--- src/rtl/ssp_pkg.sv ---
// Purpose: Shared constants and types for the byte-wide serial port
// Assumes: One system clock; control bits arrive as plain levels
// Notes: Mode codes follow the three-bit port mode field
package ssp_pkg;

  localparam int SSP_BITS = 8;
  localparam logic [3:0] SSP_BIT_LAST = 4'h8;
  localparam logic [7:0] SSP_BYTE_RST = 8'h00;

  // Port mode field codes
  localparam logic [2:0] MODE_DIV2 = 3'h0;
  localparam logic [2:0] MODE_DIV32 = 3'h4;
  localparam logic [2:0] MODE_SLV_SS = 3'h5;
  localparam logic [2:0] MODE_SLV_FREE = 3'h6;
  localparam logic [2:0] MODE_TIMER1 = 3'h7;

  // Divider counter width covers the longest half period (16 cycles)
  localparam int SSP_DIV_W = 5;
  localparam logic [SSP_DIV_W-1:0] SSP_HALF_ONE = 5'h01;

  typedef enum logic [0:0] {
    ST_IDLE = 1'b0,
    ST_SHIFT = 1'b1
  } ssp_state_type;

  typedef struct packed {
    logic port_enable;
    logic clock_edge_select;
    logic [2:0] port_mode_field;
  } ssp_ctrl_type;

  typedef struct packed {
    logic sck_out;
    logic sck_oe;
    logic sdo;
    logic sdo_oe;
  } ssp_pin_out_type;

endpackage

--- src/rtl/ssp_clkdiv.sv ---
// Purpose: Master serial clock toggle generator
// Assumes: Timer1 match arrives as a one-cycle pulse on clk_sys
// Notes: Emits one pulse per serial clock half period
`timescale 1ns/10ps
module ssp_clkdiv
  import ssp_pkg::*;
#(
  parameter int DIV_W = SSP_DIV_W
) (
  // Clock and reset
  input wire logic clk_sys,
  input wire logic rst_n,
  // Control
  input wire logic run,
  input wire logic [2:0] mode,
  input wire logic t1_tick,
  // Toggle request
  output logic tgl
);

  logic [DIV_W-1:0] count_r;
  logic [DIV_W-1:0] count_nxt;
  wire [DIV_W-1:0] half_cycles = SSP_HALF_ONE << mode;
  wire count_hit = (count_r == half_cycles - SSP_HALF_ONE);
  wire timer_mode = (mode == MODE_TIMER1);

  // Timer1 output divided by two: each match flips the clock once
  assign tgl = run && (timer_mode ? t1_tick : count_hit);
  assign count_nxt = (!run || tgl) ? '0 : count_r + SSP_HALF_ONE;

  always_ff @(posedge clk_sys) begin
    if (!rst_n) begin
      count_r <= '0;
    end else begin
      count_r <= count_nxt;
    end
  end

endmodule

--- src/rtl/ssp_port.sv ---
// Purpose: Byte-wide master/slave synchronous serial port
// Assumes: Software side drives plain levels and one-cycle pulses
// Notes: Pin inputs pass two flip-flops; fastest master rate limits sdi
`timescale 1ns/10ps
module ssp_port
  import ssp_pkg::*;
#(
  parameter int BITS = SSP_BITS
) (
  // Clock and reset
  input wire logic clk_sys,
  input wire logic rst_n,
  // Configuration levels
  input wire ssp_ctrl_type ctrl,
  input wire logic serial_irq_enable,
  // Software strobes
  input wire logic shift_enable_set,
  input wire logic tx_wr,
  input wire logic [BITS-1:0] tx_data,
  input wire logic rx_rd,
  input wire logic receive_buffer_full_clr,
  input wire logic irq_flag_clr,
  // Timer1 period match pulse
  input wire logic t1_tick,
  // Status
  output logic shift_enable,
  output logic [BITS-1:0] receive_buffer,
  output logic receive_buffer_full,
  output logic serial_irq_flag,
  output logic serial_irq_req,
  // Serial pins
  input wire logic sck_in,
  input wire logic sdi,
  input wire logic slave_select_n,
  output ssp_pin_out_type pins
);

  ssp_state_type state_r, state_nxt;
  logic [BITS-1:0] transmit_buffer_r;
  logic [BITS-1:0] serial_shift_register_r;
  logic [BITS-1:0] receive_buffer_r;
  logic [3:0] bit_cnt_r;
  logic samp_r, pend_r, sck_r, full_r, flag_r;
  logic sck_s1, sck_s2, sck_s3, sdi_s1, sdi_s2, ss_s1, ss_s2;
  logic div_tgl;

  // Mode decode
  wire [2:0] mode = ctrl.port_mode_field;
  wire slave = (mode == MODE_SLV_SS) || (mode == MODE_SLV_FREE);
  wire master = !slave;
  wire ss_gate = (mode == MODE_SLV_SS);
  wire ss_active = !ss_gate || !ss_s2;
  wire idle_lvl = !ctrl.clock_edge_select;
  wire busy = (state_r == ST_SHIFT);

  // Start and edge qualification
  wire start = shift_enable_set && ctrl.port_enable && !busy;
  wire sck_rise = sck_s2 && !sck_s3;
  wire sck_fall = !sck_s2 && sck_s3;
  wire slv_samp = ctrl.clock_edge_select ? sck_rise : sck_fall;
  wire slv_shift = ctrl.clock_edge_select ? sck_fall : sck_rise;
  wire mst_samp = div_tgl && (sck_r == idle_lvl);
  wire mst_shift = div_tgl && (sck_r != idle_lvl);
  // Edges only count while a byte is armed
  wire samp_edge = busy && (master ? mst_samp : (slv_samp && ss_active));
  wire shift_edge = busy && pend_r && (master ? mst_shift : (slv_shift && ss_active));
  wire done = shift_edge && (bit_cnt_r == SSP_BIT_LAST);
  wire [BITS-1:0] shifted = {serial_shift_register_r[BITS-2:0], samp_r};

  always_comb begin
    state_nxt = state_r;
    case (state_r)
      ST_IDLE: begin
        if (start) begin
          state_nxt = ST_SHIFT;
        end
      end
      ST_SHIFT: begin
        if (done || !ctrl.port_enable) begin
          state_nxt = ST_IDLE;
        end
      end
      default: begin
        state_nxt = ST_IDLE;
      end
    endcase
  end

  // Two-stage synchronisers; a third sck stage (sck_s3) also feeds edge detection
  always_ff @(posedge clk_sys) begin
    sck_s1 <= sck_in;
    sck_s2 <= sck_s1;
    sck_s3 <= sck_s2;
    sdi_s1 <= sdi;
    sdi_s2 <= sdi_s1;
    ss_s1 <= slave_select_n;
    ss_s2 <= ss_s1;
  end

  ssp_clkdiv #(.DIV_W(SSP_DIV_W)) u_div (
    .clk_sys(clk_sys),
    .rst_n(rst_n),
    .run(busy && master),
    .mode(mode),
    .t1_tick(t1_tick),
    .tgl(div_tgl)
  );

  always_ff @(posedge clk_sys) begin
    if (!rst_n) begin
      state_r <= ST_IDLE;
      sck_r <= 1'b1;
      bit_cnt_r <= '0;
      samp_r <= 1'b0;
      pend_r <= 1'b0;
    end else begin
      state_r <= state_nxt;
      // Master clock parks at idle level between bytes
      sck_r <= (busy && master && div_tgl) ? !sck_r : (busy ? sck_r : idle_lvl);
      bit_cnt_r <= start ? '0 : (samp_edge ? bit_cnt_r + 4'h1 : bit_cnt_r);
      samp_r <= samp_edge ? sdi_s2 : samp_r;
      pend_r <= start ? 1'b0 : (samp_edge ? 1'b1 : (shift_edge ? 1'b0 : pend_r));
    end
  end

  always_ff @(posedge clk_sys) begin
    if (!rst_n) begin
      transmit_buffer_r <= SSP_BYTE_RST;
      serial_shift_register_r <= SSP_BYTE_RST;
      receive_buffer_r <= SSP_BYTE_RST;
    end else begin
      transmit_buffer_r <= tx_wr ? tx_data : transmit_buffer_r;
      // Load at arming so the MSB is on sdo before the first edge
      if (start) begin
        serial_shift_register_r <= transmit_buffer_r;
      end else if (shift_edge) begin
        serial_shift_register_r <= shifted;
      end
      receive_buffer_r <= done ? shifted : receive_buffer_r;
    end
  end

  // Set beats clear on both flags
  always_ff @(posedge clk_sys) begin
    if (!rst_n) begin
      full_r <= 1'b0;
      flag_r <= 1'b0;
    end else begin
      full_r <= done || (full_r && !rx_rd && !receive_buffer_full_clr);
      flag_r <= done || (flag_r && !irq_flag_clr);
    end
  end

  assign shift_enable = busy;
  assign receive_buffer = receive_buffer_r;
  assign receive_buffer_full = full_r;
  assign serial_irq_flag = flag_r;
  assign serial_irq_req = flag_r && serial_irq_enable;
  // One driver for the whole pin struct keeps the output a single continuous assignment
  assign pins = '{
    sck_out: sck_r,
    sck_oe: ctrl.port_enable && master,
    sdo: serial_shift_register_r[BITS-1],
    sdo_oe: ctrl.port_enable && ss_active
  };
endmodule

--- config.mk ---
export PLATFORM = sky130hd
export DESIGN_NAME = ssp_port
export DESIGN_NICKNAME = d
export VERILOG_FILES = /design/src/rtl/ssp_pkg.sv /design/src/rtl/ssp_clkdiv.sv /design/src/rtl/ssp_port.sv
export SDC_FILE = /design/constraint.sdc
export NUM_CORES = 1
export LEC_CHECK = 0
export BUFFER_PORTS_ARGS = -buffer_cell sky130_fd_sc_hd__buf_2
export CAP_MARGIN = 5
export CORE_UTILIZATION = 35
export DETAILED_ROUTE_END_ITERATION = 8
export GPL_ROUTABILITY_DRIVEN = 0
export HOLD_SLACK_MARGIN = 0.08
export RECOVER_POWER = 50
export SYNTH_ARGS = -nofsm -noshare
export SYNTH_HDL_FRONTEND = slang
export SYNTH_SLANG_ARGS = --single-unit
--- constraint.sdc ---
create_clock -name clk_sys -period 4.3 [get_ports clk_sys]
set_input_delay 1.29 -clock clk_sys [delete_from_list [all_inputs] [get_ports clk_sys]]
set_output_delay 1.29 -clock clk_sys [all_outputs]
set_load 0.01 [all_outputs]
==> flow_summary_export.csv <==
group,metric,value,unit
cells_and_area,finalInstanceArea,0.00266,mm^2
worst_setup_path,max_stage_delay,720,ps
worst_setup_path,arrival,3990,ps
global_route,overflow,0,
power,ir_drop,0.144,mV
cts,h-tree-depth,2,
route,via_per_inst,5.32,
sta,period_minus_slack,3790,ps
route,firstDrtPassIters,4,
cts,post-cts-setup-buffer-count,0,
synth,netlist_top_cells_count,"46 x dfxtp_1, 22 x nand2_1, 14 x clkbuf_1, 13 x a21oi_1, 13 x o21ai_0",
sta,maxSlewViolCount,46,
sta,skew,7.69,ps
synth,synth_async_sr_flop_share,0,
status,outcome,"finished with violations",
global_route,track_usage,0.147,
die,ios,41,
cells_and_area,syn_to_final_growth,14.1,%
route,drc,0,
synth,yosys.area.top_type_share,0.396,
place,hpwlAfterDp,3.42,mm
synth,synthCells,271,
synth,ys_types,54,
synth,synth-edff-count,0,
place,postPlaceCellArea,0.00256,mm^2
sta,fmax,264,MHz
sta,setup_slack,510,ps
place,io_buffer_count,40,
synth,syn_nets,300,
worst_setup_path,crit_chain,"buf_2 -> or3_1 -> ha_1 -> nor4b_1 -> o41ai_1 -> and2_0 -> or4_1 -> o311ai_0",
die,fp.dieArea,0.00698,mm^2
worst_setup_path,worst_ep_required_time,4500,ps
sta,min_period_over_period,0.881,
synth,synth_ff_type,"dfxtp_1",
place,place_inst,371,
worst_setup_path,timing.critical_path.from_type,"primary input",
cells_and_area,diodes,0,
synth,synthTopCellsByArea,"dfxtp_1 40%, mux2i_1 3.9%, nand2_1 3.5%",
die,coreArea,0.00639,mm^2
synth,netlist_area,0.00233,mm^2
cts,cts_buffers,5,
cts,cts.sinks,46,
cts,clk_path_buf_depth,2,
cells_and_area,fill_cells,677,
cts,postCtsHoldBufs,0,
power,power_leakage,1.04,nW
status,failed_checks,"max-capacitance violations, max-slew violations",
cts,cts_tree,"yes",
global_route,grt_pass1_vias,1901,
route,drt_iter0_drc,77,
die,die_x,83.5,um
worst_setup_path,crit_path_end_kind,"register",
route,ant_nets,0,
synth,seq_area_frac_synth,0.396,
global_route,antenna_found_initial,0,
die,fp.dieH,83.5,um
power,p_per_area,325,mW/mm^2
cts,clk_latency,300,ps
synth,yosysMostFrequentCell,"dfxtp_1",
worst_hold_path,hold_class,"register to register",
sta,tns,0,ps
cts,clk_pin_slew,90,ps
route,num_vias,2017,
synth,avgSynthCellArea,8.59,um^2
sta,grt_setup_unrepaired,"false",
synth,synth_area_leader_cell,"dfxtp_1",
global_route,grt_max_degree,46,
route,wirelength,4.84,mm
cells_and_area,drive_above_1_share,0.142,
cells_and_area,stdcell_count,379,
place,post-place-ws,199,ps
die,rows,29,
synth,ys_ff_latch,46,
cells_and_area,final_nets,330,
route,post_drt_wl_per_cell,12.8,um
worst_setup_path,cp_max_fo,17,
synth,yosys_warnings,0,
worst_setup_path,worstSetupPathType,"primary input to register",
global_route,grt_pass1_wl,8.49,mm
worst_setup_path,regToRegSetupSlack,1850,ps
flow_run,maxCapViolCount,1,
die,start_util,0.364,
sta,worstMarginPinSlew,1660,ps
sta,relSlewSlack,-0.108,
cts,cts_resized,0,
cts,cts.root.buffer_cell,"clkbuf_8",
sta,finalSetupViolCount,0,
sta,hold_violations,0,
worst_setup_path,crit_path_top_delay_cell,"or4_1",
-- kinds of logic (layout without fill, tap and decap cells) --
kind of cell	after synthesis	count (layout)	share of synthesized area
DFF	46	46	0.396
muxes	10	10	0.0435
AOI/OAI and AO/OA	68	68	0.205
and+or+nand+nor	108	108	0.256
xor gates and xnor gates	7	7	0.0263
buffers and inverters	28	59	0.0516
adders and majority gates	4	4	0.0215
-- worst paths after layout --
path	endpoint	from	cells past startpoint
worst max-delay path	receive_buffer[0]	ctrl[1]	8
worst min-delay path	sck_s2	sck_s1	0
worst max register to register	receive_buffer[0]	u_div.count_r[0]	6
worst min register to register	sck_s2	sck_s1	0
-- stage by stage --
stage	power [mW]	utilization	hold WS, ps
final	0.862	0.416	333
after global routing	0.904	0.416	341
after CTS	0.875	0.419	335
after detailed placement	0.543	0.401	312
after global placement	0.542	0.401	311
after floorplan	0.516	-	310
-- power by group --
group          internal (mW)  switching, mW
clock network          0.174          0.156
registers              0.440        0.00977
logic                 0.0377         0.0447
-- layout make-up --
| type | instances | area [um^2] | share of cell area |
|---|---|---|---|
| Tap cell | 77 | 96.3 | 0.0363 |
| Clock buffer | 5 | 68.8 | 0.0259 |
| Multi-Input combinational cell | 197 | 1290 | 0.484 |
| Sequential cell | 46 | 921 | 0.347 |
| Timing Repair Buffer | 45 | 218 | 0.0820 |
| Clock inverter | 3 | 43.8 | 0.0165 |
| Inverter | 6 | 22.5 | 0.00848 |
-- state kept, by name, indices dropped and copies added (netlist names) --
name / flops
sck_s1: 1
sck_s3: 1
sdi_s1: 1
sck_r: 1
receive_buffer_full: 1
transmit_buffer_r: 8
pend_r: 1
samp_r: 1
sck_s2: 1
sdi_s2: 1
serial_irq_flag: 1
ss_s1: 1
bit_cnt_r: 4
u_div.count_r: 5
serial_shift_register_r: 8
shift_enable: 1
receive_buffer: 8
ss_s2: 1
-- cells in the final DEF (no fill, tap or decap), drive strengths merged, types with 3 or more instances in the layout --
cell type	netlist	routed
a21boi	4	4
a21oi	13	13
a2bb2oi	7	7
a31oi	4	4
and2	4	4
and3	12	12
buf	7	29
clkbuf	15	21
dfxtp	46	46
ha	4	4
inv	6	7
mux2i	9	9
nand2	22	22
nand2b	3	3
nand3	9	9
nor2	12	12
nor2b	11	11
nor3	10	10
nor4	9	9
o21ai	13	13
o311ai	8	8
o31ai	3	3
or4	3	3
xnor2	4	4
xor2	3	3
-- metal layers --
layer | part of all wire | wire, um | up-vias | GRT usage
li1 | - | - | 1065 | -
met1 | 0.49 | 2370 | 920 | 0.186
met2 | 0.46 | 2240 | 28 | 0.244
met3 | 0.035 | 169 | 4 | 0.0356
met4 | 0.012 | 60 | 0 | 0.0508
met5 | 0 | 0 | - | 0
-- worst max-delay path: cells and delay by family --
kind,cells,cell delay (ps)
AOI/OAI and AO/OA,2,470
adders and majority gates,1,320
buffers and inverters,1,180
and+or+nand+nor,4,1750
Note: power is estimated with default switching activity, not from simulation.
